**src/hw/ddoc_pkg.sv**
```systemverilog
package ddoc_pkg;

  // register offsets from the board base, word-wide writes only
  localparam logic [7:0] ADDR_CH0_CODE = 8'h10;
  localparam logic [7:0] ADDR_CH1_CODE = 8'h12;

  // code field inside a data word
  localparam int CODE_W = 12;
  localparam int CODE_MSB = 11;
  localparam int WORD_W = 16;

  // serial frame layout: 16 bits, msb first
  localparam int SER_FRAME_BITS = 16;
  localparam int SER_CHAN_BIT = 12;
  localparam logic [4:0] SER_CNT_FULL = 5'h10;

  // mode configuration field codes
  localparam logic [1:0] MODE_FIELD_IMM = 2'h0;
  localparam logic [1:0] MODE_FIELD_FIFO = 2'h1;
  localparam logic [1:0] MODE_FIELD_SER = 2'h2;

  // output fifo shape
  localparam int FIFO_DEPTH = 8;

  // reset values
  localparam logic [11:0] CODE_RST = 12'h000;
  localparam logic [4:0] SER_CNT_RST = 5'h00;

  // transfer method, one-hot
  typedef enum logic [2:0] {
    DDOC_IMM = 3'b001,
    DDOC_FIFO = 3'b010,
    DDOC_SER = 3'b100
  } ddoc_mode_t;

  // one bus write as seen by the block
  typedef struct packed {
    logic wr;
    logic word;
    logic [7:0] addr;
    logic [15:0] data;
  } ddoc_bus_wr_t;

  // a code tagged with its channel
  typedef struct packed {
    logic chan;
    logic [11:0] code;
  } ddoc_word_t;

endpackage

```
**src/hw/ddoc_sync.sv**
```systemverilog
`timescale 1ns/1ps
// two-flop synchroniser for a group of pin levels
module ddoc_sync #(
  parameter int W = 1
) (
  input wire logic core_clk,
  input wire logic rst_b,
  input wire logic [W-1:0] pin_in,
  input wire logic [W-1:0] rst_val,
  output logic [W-1:0] pin_sync
);

  logic [W-1:0] meta_q;

  // first stage feeds only the second stage
  always_ff @(posedge core_clk)
  begin
    if (!rst_b)
    begin
      meta_q <= rst_val;
      pin_sync <= rst_val;
    end
    else
    begin
      meta_q <= pin_in;
      pin_sync <= meta_q;
    end
  end

endmodule // ddoc_sync

```
**src/hw/ddoc_fifo.sv**
```systemverilog
`timescale 1ns/1ps
// small synchronous fifo with valid/ready on both sides
module ddoc_fifo #(
  parameter int WIDTH = 13,
  parameter int DEPTH = 8
) (
  input wire logic core_clk,
  input wire logic rst_b,
  input wire logic flush,
  input wire logic in_valid,
  output logic in_ready,
  input wire logic [WIDTH-1:0] in_data,
  output logic out_valid,
  input wire logic out_ready,
  output logic [WIDTH-1:0] out_data,
  output logic full,
  output logic empty
);

  localparam int AW = $clog2(DEPTH);

  logic [WIDTH-1:0] mem_q [DEPTH];
  logic [AW-1:0] wr_ptr_q;
  logic [AW-1:0] rd_ptr_q;
  logic [AW:0] count_q;
  logic push;
  logic pop;

  // handshake and flags
  assign full = (count_q == (AW+1)'(DEPTH));
  assign empty = (count_q == '0);
  assign in_ready = !full;
  assign out_valid = !empty;
  assign push = in_valid && in_ready;
  assign pop = out_valid && out_ready;
  assign out_data = mem_q[rd_ptr_q];

  // storage
  always_ff @(posedge core_clk)
  begin
    if (push)
      mem_q[wr_ptr_q] <= in_data;
  end

  // pointers and fill count
  always_ff @(posedge core_clk)
  begin
    if (!rst_b || flush)
    begin
      wr_ptr_q <= '0;
      rd_ptr_q <= '0;
      count_q <= '0;
    end
    else
    begin
      if (push)
        wr_ptr_q <= (wr_ptr_q == AW'(DEPTH - 1)) ? '0 : wr_ptr_q + 1'b1;
      if (pop)
        rd_ptr_q <= (rd_ptr_q == AW'(DEPTH - 1)) ? '0 : rd_ptr_q + 1'b1;
      if (push && !pop)
        count_q <= count_q + 1'b1;
      else if (pop && !push)
        count_q <= count_q - 1'b1;
    end
  end

endmodule // ddoc_fifo

```
**src/hw/ddoc_top.sv**
```systemverilog
`timescale 1ns/1ps
module ddoc_top (
  input wire logic core_clk,
  input wire logic rst_b,
  input wire ddoc_pkg::ddoc_bus_wr_t bus_wr,
  output logic bus_ready,
  input wire logic [1:0] mode_field,
  input wire logic [1:0] ch_bipolar,
  input wire logic update_strobe,
  input wire logic timer_trigger_n,
  input wire logic ser_clk,
  input wire logic ser_data,
  input wire logic ser_frame_n,
  output logic [23:0] dac_code,
  output logic [1:0] dac_load,
  output logic [1:0] held_pending,
  output logic fifo_full,
  output logic fifo_empty,
  output logic [2:0] mode_state
);

  localparam int NCH = 2;
  localparam int CW = ddoc_pkg::CODE_W;

  // converter-facing form: bipolar two's complement becomes offset binary
  function automatic logic [11:0] conv_code(input logic [11:0] code, input logic bipolar);
    logic [11:0] res;
    res = code;
    if (bipolar)
      res[ddoc_pkg::CODE_MSB] = ~code[ddoc_pkg::CODE_MSB];
    return res;
  endfunction

  // address decode to a channel select, used by bus path
  function automatic logic [1:0] chan_hit(input logic [7:0] addr);
    logic [1:0] hit;
    hit = 2'b00;
    if (addr == ddoc_pkg::ADDR_CH0_CODE)
      hit[0] = 1'b1;
    if (addr == ddoc_pkg::ADDR_CH1_CODE)
      hit[1] = 1'b1;
    return hit;
  endfunction

  ddoc_pkg::ddoc_mode_t mode_q;
  ddoc_pkg::ddoc_mode_t mode_d;
  logic trig_sync;
  logic trig_prev_q;
  logic trig_fall;
  logic update_evt;
  logic [2:0] ser_sync;
  logic ser_clk_prev_q;
  logic ser_frame_prev_q;
  logic ser_rise;
  logic ser_end;
  logic [15:0] ser_shift_q;
  logic [4:0] ser_cnt_q;
  logic ser_word_valid;
  ddoc_pkg::ddoc_word_t ser_word;
  logic [1:0] bus_hit;
  logic bus_write_ok;
  ddoc_pkg::ddoc_word_t bus_word;
  logic fifo_in_valid;
  logic fifo_in_ready;
  logic fifo_out_valid;
  logic fifo_out_ready;
  ddoc_pkg::ddoc_word_t fifo_out;
  logic [NCH-1:0] hold_pend_q;
  logic [CW-1:0] hold_code_q [NCH];
  logic [CW-1:0] out_code_q [NCH];
  logic [NCH-1:0] load_q;
  logic mode_change;

  // mode field decode into transfer method
  always_comb
  begin
    unique case (mode_field)
      ddoc_pkg::MODE_FIELD_FIFO: mode_d = ddoc_pkg::DDOC_FIFO;
      ddoc_pkg::MODE_FIELD_SER: mode_d = ddoc_pkg::DDOC_SER;
      default: mode_d = ddoc_pkg::DDOC_IMM;
    endcase
  end

  // registered method state
  always_ff @(posedge core_clk)
  begin
    if (!rst_b)
      mode_q <= ddoc_pkg::DDOC_IMM;
    else
      mode_q <= mode_d;
  end

  assign mode_change = (mode_d != mode_q);
  assign mode_state = mode_q;

  // pin synchronisers: trigger, serial clock, data, frame
  ddoc_sync #(
    .W(1)
  ) u_trig_sync (
    .core_clk(core_clk),
    .rst_b(rst_b),
    .pin_in(timer_trigger_n),
    .rst_val(1'b1),
    .pin_sync(trig_sync)
  );

  ddoc_sync #(
    .W(3)
  ) u_ser_sync (
    .core_clk(core_clk),
    .rst_b(rst_b),
    .pin_in({ser_frame_n, ser_data, ser_clk}),
    .rst_val(3'b100),
    .pin_sync(ser_sync)
  );

  // trigger falling edge from two successive synchronised samples
  always_ff @(posedge core_clk)
  begin
    if (!rst_b)
      trig_prev_q <= 1'b1;
    else
      trig_prev_q <= trig_sync;
  end

  assign trig_fall = trig_prev_q && !trig_sync;

  // update event only matters outside immediate mode
  assign update_evt = (mode_q != ddoc_pkg::DDOC_IMM) && (trig_fall || update_strobe);

  // serial clock and frame edges
  always_ff @(posedge core_clk)
  begin
    if (!rst_b)
    begin
      ser_clk_prev_q <= 1'b0;
      ser_frame_prev_q <= 1'b1;
    end
    else
    begin
      ser_clk_prev_q <= ser_sync[0];
      ser_frame_prev_q <= ser_sync[2];
    end
  end

  assign ser_rise = ser_sync[0] && !ser_clk_prev_q && !ser_sync[2];
  assign ser_end = ser_sync[2] && !ser_frame_prev_q;

  // serial shift register, msb first, counts bits in the frame
  always_ff @(posedge core_clk)
  begin
    if (!rst_b)
    begin
      ser_shift_q <= 16'h0000;
      ser_cnt_q <= ddoc_pkg::SER_CNT_RST;
    end
    else if (ser_end)
    begin
      ser_cnt_q <= ddoc_pkg::SER_CNT_RST;
    end
    else if (ser_rise)
    begin
      ser_shift_q <= {ser_shift_q[14:0], ser_sync[1]};
      if (ser_cnt_q != ddoc_pkg::SER_CNT_FULL)
        ser_cnt_q <= ser_cnt_q + 5'h01;
    end
  end

  // a frame with sixteen or more bits yields one word, from its last sixteen bits
  assign ser_word_valid = ser_end && (ser_cnt_q == ddoc_pkg::SER_CNT_FULL)
                          && (mode_q == ddoc_pkg::DDOC_SER);
  assign ser_word.chan = ser_shift_q[ddoc_pkg::SER_CHAN_BIT];
  assign ser_word.code = ser_shift_q[CW-1:0];

  // bus decode: only full-word writes to a code register count
  assign bus_hit = chan_hit(bus_wr.addr);
  assign bus_write_ok = bus_wr.wr && bus_wr.word && (bus_hit != 2'b00);
  assign bus_word.chan = bus_hit[1];
  assign bus_word.code = bus_wr.data[ddoc_pkg::CODE_MSB:0];

  // fifo path only in fifo mode
  assign fifo_in_valid = bus_write_ok && (mode_q == ddoc_pkg::DDOC_FIFO);

  // bus stalls while the fifo is full in fifo mode
  assign bus_ready = (mode_q != ddoc_pkg::DDOC_FIFO) || fifo_in_ready;

  // fifo drains into a channel's hold slot once that slot is free
  assign fifo_out_ready = (mode_q == ddoc_pkg::DDOC_FIFO)
                          && !hold_pend_q[fifo_out.chan];

  ddoc_fifo #(
    .WIDTH($bits(ddoc_pkg::ddoc_word_t)),
    .DEPTH(ddoc_pkg::FIFO_DEPTH)
  ) u_fifo (
    .core_clk(core_clk),
    .rst_b(rst_b),
    .flush(mode_change),
    .in_valid(fifo_in_valid),
    .in_ready(fifo_in_ready),
    .in_data(bus_word),
    .out_valid(fifo_out_valid),
    .out_ready(fifo_out_ready),
    .out_data(fifo_out),
    .full(fifo_full),
    .empty(fifo_empty)
  );

  // per-channel hold slot and converter output
  genvar ch;
  generate
    for (ch = 0; ch < NCH; ch++)
    begin : g_chan
      logic fill_fifo;
      logic fill_ser;
      logic fill_imm;

      assign fill_fifo = fifo_out_valid && fifo_out_ready && (fifo_out.chan == ch);
      assign fill_ser = ser_word_valid && (ser_word.chan == ch);
      assign fill_imm = bus_write_ok && bus_hit[ch] && (mode_q == ddoc_pkg::DDOC_IMM);

      // hold slot: written from fifo or serial, emptied by update
      always_ff @(posedge core_clk)
      begin
        if (!rst_b || mode_change)
        begin
          hold_code_q[ch] <= ddoc_pkg::CODE_RST;
          hold_pend_q[ch] <= 1'b0;
        end
        else if (fill_fifo || fill_ser)
        begin
          hold_code_q[ch] <= fill_ser ? ser_word.code : fifo_out.code;
          hold_pend_q[ch] <= 1'b1; // new word wins over update clear
        end
        else if (update_evt)
        begin
          hold_pend_q[ch] <= 1'b0;
        end
      end

      // converter code register
      always_ff @(posedge core_clk)
      begin
        if (!rst_b)
        begin
          out_code_q[ch] <= ddoc_pkg::CODE_RST;
          load_q[ch] <= 1'b0;
        end
        else if (fill_imm)
        begin
          out_code_q[ch] <= bus_word.code;
          load_q[ch] <= 1'b1;
        end
        else if (update_evt && hold_pend_q[ch])
        begin
          out_code_q[ch] <= hold_code_q[ch];
          load_q[ch] <= 1'b1;
        end
        else
        begin
          load_q[ch] <= 1'b0;
        end
      end

      // polarity picks straight binary or offset binary output per channel
      assign dac_code[ch*CW +: CW] = conv_code(out_code_q[ch], ch_bipolar[ch]);
    end
  endgenerate

  assign dac_load = load_q;
  assign held_pending = hold_pend_q;

endmodule // ddoc_top

```
**config.mk**
```make
export PLATFORM = sky130hd
export DESIGN_NAME = ddoc_top
export DESIGN_NICKNAME = d
export VERILOG_FILES = /design/src/hw/ddoc_pkg.sv /design/src/hw/ddoc_sync.sv /design/src/hw/ddoc_fifo.sv /design/src/hw/ddoc_top.sv
export SDC_FILE = /design/constraint.sdc
export NUM_CORES = 1
export LEC_CHECK = 0
export ABC_AREA = 0
export BUFFER_PORTS_ARGS = -buffer_cell sky130_fd_sc_hd__buf_2
export CAP_MARGIN = 20
export CORE_ASPECT_RATIO = 0.75
export CORE_MARGIN = 4
export CORE_UTILIZATION = 35
export CTS_CLUSTER_DIAMETER = 80
export DETAILED_ROUTE_END_ITERATION = 10
export PLACE_DENSITY = 0.58
export SLEW_MARGIN = 0
export SYNTH_ARGS = -nofsm -noshare
export SYNTH_HDL_FRONTEND = slang
export SYNTH_HIERARCHICAL = 1
export SYNTH_SLANG_ARGS = --single-unit
```
**constraint.sdc**
```tcl
create_clock -name core_clk -period 7.2 [get_ports core_clk]
set_input_delay 1.44 -clock core_clk [delete_from_list [all_inputs] [get_ports core_clk]]
set_output_delay 1.44 -clock core_clk [all_outputs]
set_load 0.01 [all_outputs]
```
======== Word-level counts from Yosys, hierarchy flattened ========
Memory sizes are Yosys's and may differ from the RTL's. A register that Yosys moved wholly into a read port is not among the register bits.
Cells that the tools add are included.
word-level totals
  bits in registers ....................... 46
  RAM bits ................................ 152
  input port bits ......................... 37
  output and inout port bits .............. 34
  word-level logic and storage cells ...... 152
  memories kept ........................... 3
memories
  memory        depth  width  rd ports  clocked after Yosys merged registers in  write ports  RTL line         source
  u_fifo.mem_q  8      13     1         1                                        1            ddoc_fifo.sv:22  logic [WIDTH-1:0] mem_q [DEPTH];
  hold_code_q   2      12     2         0                                        2            ddoc_top.sv:69   logic [CW-1:0] hold_code_q [NCH];
  out_code_q    2      12     2         0                                        2            ddoc_top.sv:70   logic [CW-1:0] out_code_q [NCH];
operators by class
  $add $sub $neg .......................... 5
  $lt $le $gt $ge ......................... 1
  eq/ne operators ......................... 15
  muxes and demuxes ....................... 51
  bitwise gates (word level) .............. 12
  reductions and logical operators ........ 48
operators by type and width
  cell                 count
  $mux 12              8
  $mux 1               36
  $logic_and 1x1->1    25
  $eq 8x5->1 const B   2
  $mux 3               4
  $logic_not 1->1      10
  $eq 3x3->1 const B   3
  $mux 4               2
  $reduce_bool 2->1    4
  $add 3x1->3 const B  2
  $not 1->1            6
  $or 1x1->1           6
  $pmux 3 s2           1
  $add 5x1->5 const B  1
  $eq 5x5->1 const B   1
  $logic_or 1x1->1     5
  $ne 5x5->1 const B   1
  $add 4x1->4 const B  1
  $eq 4x4->1 const B   1
  $logic_not 4->1      1
  $reduce_and 2->1     2
  $sub 4x1->4 const B  1
  $eq 3x1->1 const B   1
  $eq 3x2->1 const B   1
  7 further kinds      7

======== Depth between registers and ports, before layout ========
Gate-level depths: netlist of run 1.
  word-level depth ........................ 11
  depth in mapped cells ................... 15
  mapped depth without buffers ............ 12

======== Hierarchy ========
Netlist of run 1, hierarchy kept.
by module, submodules not included
  module                    instances  cells an instance  area each (um^2)  sequential area each (um^2)
  ddoc_fifo                 1          230                4667.0            3383.2
  ddoc_top                  1          352                3778.6            2001.9
  ddoc_sync at u_ser_sync   1          13                 221.5             120.1
  ddoc_sync at u_trig_sync  1          4                  62.6              40.0

======== Worst setup path after synthesis of run 1 ========
OpenSTA, ideal clock, no wires.
  kind .................................... input to register
  start point ............................. input port bus_wr[21] (netlist bit)
  end point ............................... memory u_fifo.mem_q[0][0], enable pin
  library setup time ...................... 0.417 ns
  arrival ................................. 3.548 ns
  data required time ...................... 6.783 ns
  slack ................................... 3.235 ns
  cell stages on the path ................. 5
  path buffers ............................ 0
  cells stage by stage .................... nor4b_1 -> nand2_1 -> nor3b_1 -> nand2_2 -> nor4_1
on the way
  word-level cells in the longest chain between the ends .. 8
  elaborated cells between the ends (all ways) .. 10
  those cells by class .................... eq/ne (2); mux (4); reduce/logical (4)
RTL lines
  item                                  RTL line                        source
  start: declaration                    ddoc_top.sv:5                   input wire ddoc_pkg::ddoc_bus_wr_t bus_wr,
  $eq 8x5->1, on equally long branches  ddoc_top.sv:38, ddoc_top.sv:40
  $mux 1, on equally long branches      ddoc_top.sv:38, ddoc_top.sv:40
  $reduce_bool 2->1 (*)                 ddoc_top.sv:177                 assign bus_write_ok = bus_wr.wr && bus_wr.word && (bus_hit != 2'b00);
  $logic_and 1x1->1 (*)                 ddoc_top.sv:177
  $logic_and 1x1->1 (*)                 ddoc_top.sv:182                 assign fifo_in_valid = bus_write_ok && (mode_q == ddoc_pkg::DDOC_FIFO);
  named net fifo_in_valid               ddoc_top.sv:63                  logic fifo_in_valid;
  $logic_and 1x1->1 (*)                 ddoc_fifo.sv:34                 assign push = in_valid && in_ready;
  $mux 1 (*)                            ddoc_fifo.sv:41                 if (push)
  $mux 1 (implied by the code) (*)      ddoc_fifo.sv:42                 mem_q[wr_ptr_q] <= in_data;
  end: declaration                      ddoc_fifo.sv:22
The timed path passes the listed nets; every way through them passes the cells marked *.

==> metrics, run 1 <==
status complete, no violations; fill count 2259; Synth Cell Area ~8700 µm²; Critical Path Fanout Max 26; Fmax approximately 220 MHz; GRT Util Overall 0.135; pre-CTS worst setup slack roughly 2700 ps; RSZ-0062 raised after global routing no; detailed-route DRC error count 0; die area between 20000 and 30000 µm²; Sequential Power Share 0.537; post-route setup TNS 0 ps; first-pass detailed-route iteration total 5; root buf cell clkbuf_16; CTS sink count roughly 200; Post-synth ARST share 0; IO Port Bufs 66; Worst EP arrival approximately 4900 ps; top-area cell type share of the netlist area 0.523; std cell rows 49; count leader, synth edfxtp_1; wire length per cell ~19 µm; CTS max path bufs 3; share of cells above drive strength 1 0.244; TritonCTS clock tree built; synthesized instance count 599; share of the yosys chip area belonging to registers 0.635; via count between 5000 and 6000; max-cap viol count 0; Hold Buf Count CTS 0; Detailed Place HPWL 13100 µm; Hold Path Class reg2reg; CTS Buf Count 20; clock skew 21.5 ps; Setup Buffers After CTS 0; crit path to u_fifo/count_q[3]; Slew @ Worst Pin 1020 ps; switch share 0.207; initial antenna violation count 0; Clk pwr share 0.427; Core ar. approximately 24000 µm²; Psw between 0.4 and 0.5 mW; R2R Path End u_fifo/count_q[3]; Leak Pwr about 3.4 nW; Reg area between 5000 and 6000 µm²; Power Density 238 nW/µm²; vias in the first global route between 5000 and 6000; Period minus WS final roughly 4600 ps; synth unique cells 56; total number of yosys warnings 6; placer congestion estimate around 0.80; Finished Layout Cells around 990; Int Power 1.89 mW; Mapped Avg Cell Area roughly 15 µm²; ANT nets after route 0; Die X approximately 190 µm; first-pass GRT wire length around 29000 µm; vias per inst 5.24; required time of the worst setup path about 7600 ps; # setup viols final 0; Synth area leaders edfxtp_1 (52%), dfxtp_1 (11%), mux4_1 (7.2%); placed cells about 960; Final Hold Fails 0; final instance area ~10000 µm²; footprint of the multi-input gates ~2900 µm²; setup ws final roughly 2600 ps; worst setup path class reg2reg; ANT cells 0; #FFs+latches synth 201; post-CTS sizing 0; Peak VDD IR 199 µV; final period utilization 0.634; Hold Startpoint u_ser_sync/meta_q[1]; H-tree Lvls 1; dpl cell area 9310 µm²; Commonest cells post-synth edfxtp_1 (152), dfxtp_1 (49), nand2_1 (42); Final Slew Violations 0; clock slew at reported path FFs 60 ps; Ports 71; Primary FF master, synth edfxtp_1; largest net degree at the start of global routing roughly 40; Post-synth EDFFs 152; R2R cell count 12; Initial Util 0.360; DRT iter0 DRCs about 500; Logic pwr share 0.036; final WL 19100 µm; Area Growth Syn to Fin 14.3%; CP Launch Type register; reg2reg setup slack approximately 2600 ps; clock latency on the worst-skew pair 500 ps; grt total ovfl 0; die height roughly 140 µm; slew margin rel. 0.315; Setup crit end kind register; cell taking the most area after synthesis edfxtp_1; Nets 699
[power groups by stage]
stage | clock network (mW) | registers, mW | logic [mW]
floorplan | 0 | 1.30 | 0.0527
global placement | 0 | 1.30 | 0.0801
detailed placement | 0 | 1.30 | 0.0856
CTS | 1.04 | 1.28 | 0.0856
global route | 1.10 | 1.28 | 0.0950
finish | 1.01 | 1.28 | 0.0865
[cell type report]
cell class | instances | share of cell area
Clock buffer | 25 | 0.0520
Clock inverter | 10 | 0.0115
Inverter | 10 | 0.00376
Multi-Input combinational cell | 334 | 0.286
Sequential cell | 201 | 0.556
Tap cell | 331 | 0.0415
Timing Repair Buffer | 83 | 0.0498
[routing by layer]
layer	global-route usage	share of wire	vias up
met5	0	0	-
met4	0.0276	0.016	0
met3	0.0259	0.069	26
met2	0.216	0.45	189
met1	0.195	0.46	2591
li1	-	-	2406
[state kept, by name, indices dropped and copies added, names as in the netlist, named ones only]
name,flops
u_trig_sync/pin_sync,1
u_trig_sync/meta_q,1
dac_load,2
ser_cnt_q,5
held_pending,2
hold_code_q,24
u_fifo/count_q,4
u_fifo/wr_ptr_q,3
ser_frame_prev_q,1
mode_state,3
u_ser_sync/meta_q,3
out_code_q,24
ser_shift_q,13
trig_prev_q,1
u_fifo/rd_ptr_q,3
ser_clk_prev_q,1
u_fifo/mem_q,104
u_ser_sync/pin_sync,3
[how the worst min path moves through the flow]
stage                             endpoint  slack, ps  cells past startpoint
detailed placement  u_ser_sync/pin_sync[0]        440                      1
CTS                 u_ser_sync/pin_sync[0]        460                      1
global placement      u_trig_sync/pin_sync        440                      1
finish              u_ser_sync/pin_sync[1]        460                      1
global route        u_ser_sync/pin_sync[2]        480                      1
floorplan                      trig_prev_q        430                      1
[metrics by stage]
stage                     hold WS, ps  power, mW  utilization
after floorplan                   425       1.35            -
after global placement            444       1.38        0.382
after detailed placement          443       1.39        0.384
after CTS                         457       2.41        0.410
after global routing              477       2.47        0.411
final                             457       2.38        0.411
[logic make-up after synthesis]
| family | share of synthesized area |
|---|---|
| xor gates and xnor gates | 0.00702 |
| adders and majority gates | 0.0181 |
| muxes | 0.112 |
| AOI/OAI and AO/OA | 0.0687 |
| and+or+nand+nor | 0.111 |
| DFF | 0.635 |
| buffers and inverters | 0.0476 |
| other | 0.000860 |
[cell usage in the layout, fill, tap and decap left out, types with 8 or more instances in the layout]
cell	n
nand4_1	28
clkbuf_16	20
dfxtp_1	48
nand3_1	33
ha_1	11
a22o_2	10
a22o_1	14
nor2_1	13
buf_2	66
edfxtp_1	152
a21oi_1	35
nand2b_1	9
inv_1	9
mux4_1	24
nand2_1	42
conb_1	8
mux2_2	16
a21boi_0	13
buf_4	12
[worst max-delay path, cell delays in order (launching register included)]
cell and delay [ps]:
dfxtp_2 900, mux4_1 640, mux2_2 290, nor2_1 740, o21a_1 240, nand2_1 140
ha_1 230, inv_1 130, ha_1 300, a21oi_1 240, a211oi_1 110, a31oi_1 160
mux2_2 350
Note: power is estimated with default switching activity, not from simulation.
==> run 2, diff against run 1 <==
ABC_AREA = 1   (was 0)
clock period = 4.75 ns   (was 7.2 ns; I/O delays follow)
==> run 2 against run 1 <==
Effect of this change:
- sequential cell count unchanged
- die area up 4.3%
- sequential power up 52%
- via count up 21%
- first-iteration DRC count up 7.0%
- total power up 63%
- combinational power up 50%
- largest cell class unchanged
==> metrics, run 2 <==
count leader, synth nand2_1; dpl cell area about 9500 µm²; GRT Util Overall 0.144; Nets just over 1000; Leak Pwr 4.35 nW; clock slew at reported path FFs around 60 ps; largest net degree at the start of global routing 53; Initial Util 0.360; root buf cell clkbuf_16; initial antenna violation count 0; first-pass detailed-route iteration total 5; top-area cell type share of the netlist area 0.500; status complete, no violations; Post-synth ARST share 0; max FFs per register between 100 and 150; Finished Layout Cells between 1000 and 1500; Hold Path Class reg2reg; Mapped Avg Cell Area around 10 µm²; Peak VDD IR 214 µV; most frequent cells in the layout nand2_1 (225), nor2_1 (177), edfxtp_1 (152), buf_2 (66), inv_1 (60); Reg area around 5500 µm²; total number of yosys warnings 6; Regs by FF count u_fifo/mem_q x104, hold_code_q x24, out_code_q x24; detailed-route DRC error count 0; CTS Buf Count 21; vias in the first global route just under 6000; Primary FF master, synth edfxtp_1; Largest Register u_fifo/mem_q; std cell rows 50; slew margin rel. 0.338; final WL approximately 21000 µm; final instance area between 10000 and 15000 µm²; ANT nets after route 0; Final Hold Fails 0; top layer reached by signal wires met4; Power Density between 300 and 400 nW/µm²; placer congestion estimate roughly 0.8; max-cap viol count 0; Area Growth Syn to Fin 12.3%; # setup viols final 0; post-route setup TNS 0 ps; Synth area leaders edfxtp_1 (50%), dfxtp_1 (11%), nand2_1 (9.3%); cell taking the most area after synthesis edfxtp_1; WHS Endpoint trig_prev_q; CTS max path bufs 3; RSZ-0062 raised after global routing no; IO Port Bufs 66; vias per inst between 4 and 5; Ports 71; #FFs+latches synth approximately 200; share of cells above drive strength 1 0.153; grt total ovfl 0; Die X 194 µm; Worst EP arrival 3540 ps; Post-synth EDFFs ~150; DR WL met3 1680 µm; WL met2 between 8000 and 9000 µm; required time of the worst setup path approximately 5200 ps; clock latency on the worst-skew pair ~500 ps; wire length per cell 15.5 µm; post-CTS sizing 0; Core ar. between 20000 and 30000 µm²; CTS sink count ~200; worst setup path class reg2reg; clock skew 7.91 ps; Detailed Place HPWL ~14000 µm; R2R cell count 20; Fmax about 320 MHz; ANT cells 0; commonest non-fill, non-tap cell in the layout nand2_1; CP Launch Type register; R2R Path End u_fifo/count_q[3]; Final Core Density 0.405; Period minus WS final 3150 ps; Setup crit end kind register; Commonest cells post-synth nand2_1 (225), nor2_1 (177), edfxtp_1 (152); first-pass GRT wire length 32900 µm; final period utilization 0.662; Critical Path Fanout Max 27; metal1 wirelength around 10000 µm; footprint of the multi-input gates 2870 µm²; via count 6318; Setup Buffers After CTS 0; die area about 29000 µm²; Hold Buf Count CTS 0; Synth Cell Area 9130 µm²; die height 148 µm; Hold Startpoint u_trig_sync/pin_sync; TritonCTS clock tree built; share of the yosys chip area belonging to registers 0.607; Slew @ Worst Pin roughly 1000 ps; reg2reg setup slack 1600 ps; DRT iter0 DRCs 532; fill count 2494; synthesized instance count between 900 and 1000; worst hold path depth 2; H-tree Lvls 1; Final Slew Violations 0; placed cells approximately 1300; synth unique cells 35
## run 2: metal layers
| layer | up-vias | GRT usage |
|---|---|---|
| met5 | - | 0 |
| met4 | 0 | 0.0355 |
| met3 | 34 | 0.0344 |
| met2 | 194 | 0.198 |
| met1 | 2953 | 0.225 |
| li1 | 3137 | - |
## run 2: cell families after synthesis
kind of cell	synth area share
buf+inv	0.0785
fa+ha+maj	0.0173
xor+xnor	0.00863
other cells	0.000823
simple gates	0.240
compound gates	0.0469
flops	0.607
## run 2: critical path: stages (launching register included)
cell and delay [ps]:
dfxtp_1 310, buf_4 360, inv_4 230, nor2_1 140
o21ai_1 70, nand2_1 90, nand2_1 50, nand2_1 140
inv_1 70, nand2_1 50, nand2_1 50, nor2_2 150
nand2_2 120, ha_1 220, inv_1 130, ha_1 260
or2_2 310, nand3_1 90, nand3_1 80, nand2_1 60
inv_1 40
## run 2: cell type report
type,count,share of cell area
Sequential cell,201,0.541
Timing Repair Buffer,75,0.0388
Inverter,68,0.0254
Tap cell,338,0.0413
Clock inverter,15,0.0205
Clock buffer,22,0.0526
Multi-Input combinational cell,613,0.280
## run 2: through the flow
| step | power, mW | setup slack [ps] | hold slack [ps] |
|---|---|---|---|
| floorplan | 2.07 | 1810 | 392 |
| global placement | 2.12 | 1330 | 402 |
| detailed placement | 2.12 | 1290 | 409 |
| CTS | 3.92 | 1610 | 424 |
| global route | 4.03 | 1270 | 453 |
| finish | 3.87 | 1600 | 418 |
## run 2: how the worst max path moves through the flow
stage,start,endpoint,slack (ps),cells past startpoint
6_report,register,u_fifo/count_q[3],1600,20
3_3_place_gp,rst_b,out_code_q[1][9],1330,7
5_1_grt,register,u_fifo/count_q[3],1270,21
3_5_place_dp,rst_b,out_code_q[1][6],1290,7
4_1_cts,register,u_fifo/count_q[3],1610,20
2_1_floorplan,bus_wr[23],u_fifo/count_q[3],1810,13
## run 2: report_power, final
group | switching [mW] | leakage, nW | internal (mW)
combinational | 0.0909 | 2.10 | 0.0391
clock | 0.690 | 0.364 | 1.10
sequential | 0.0258 | 1.88 | 1.93
total | 0.806 | 4.35 | 3.07
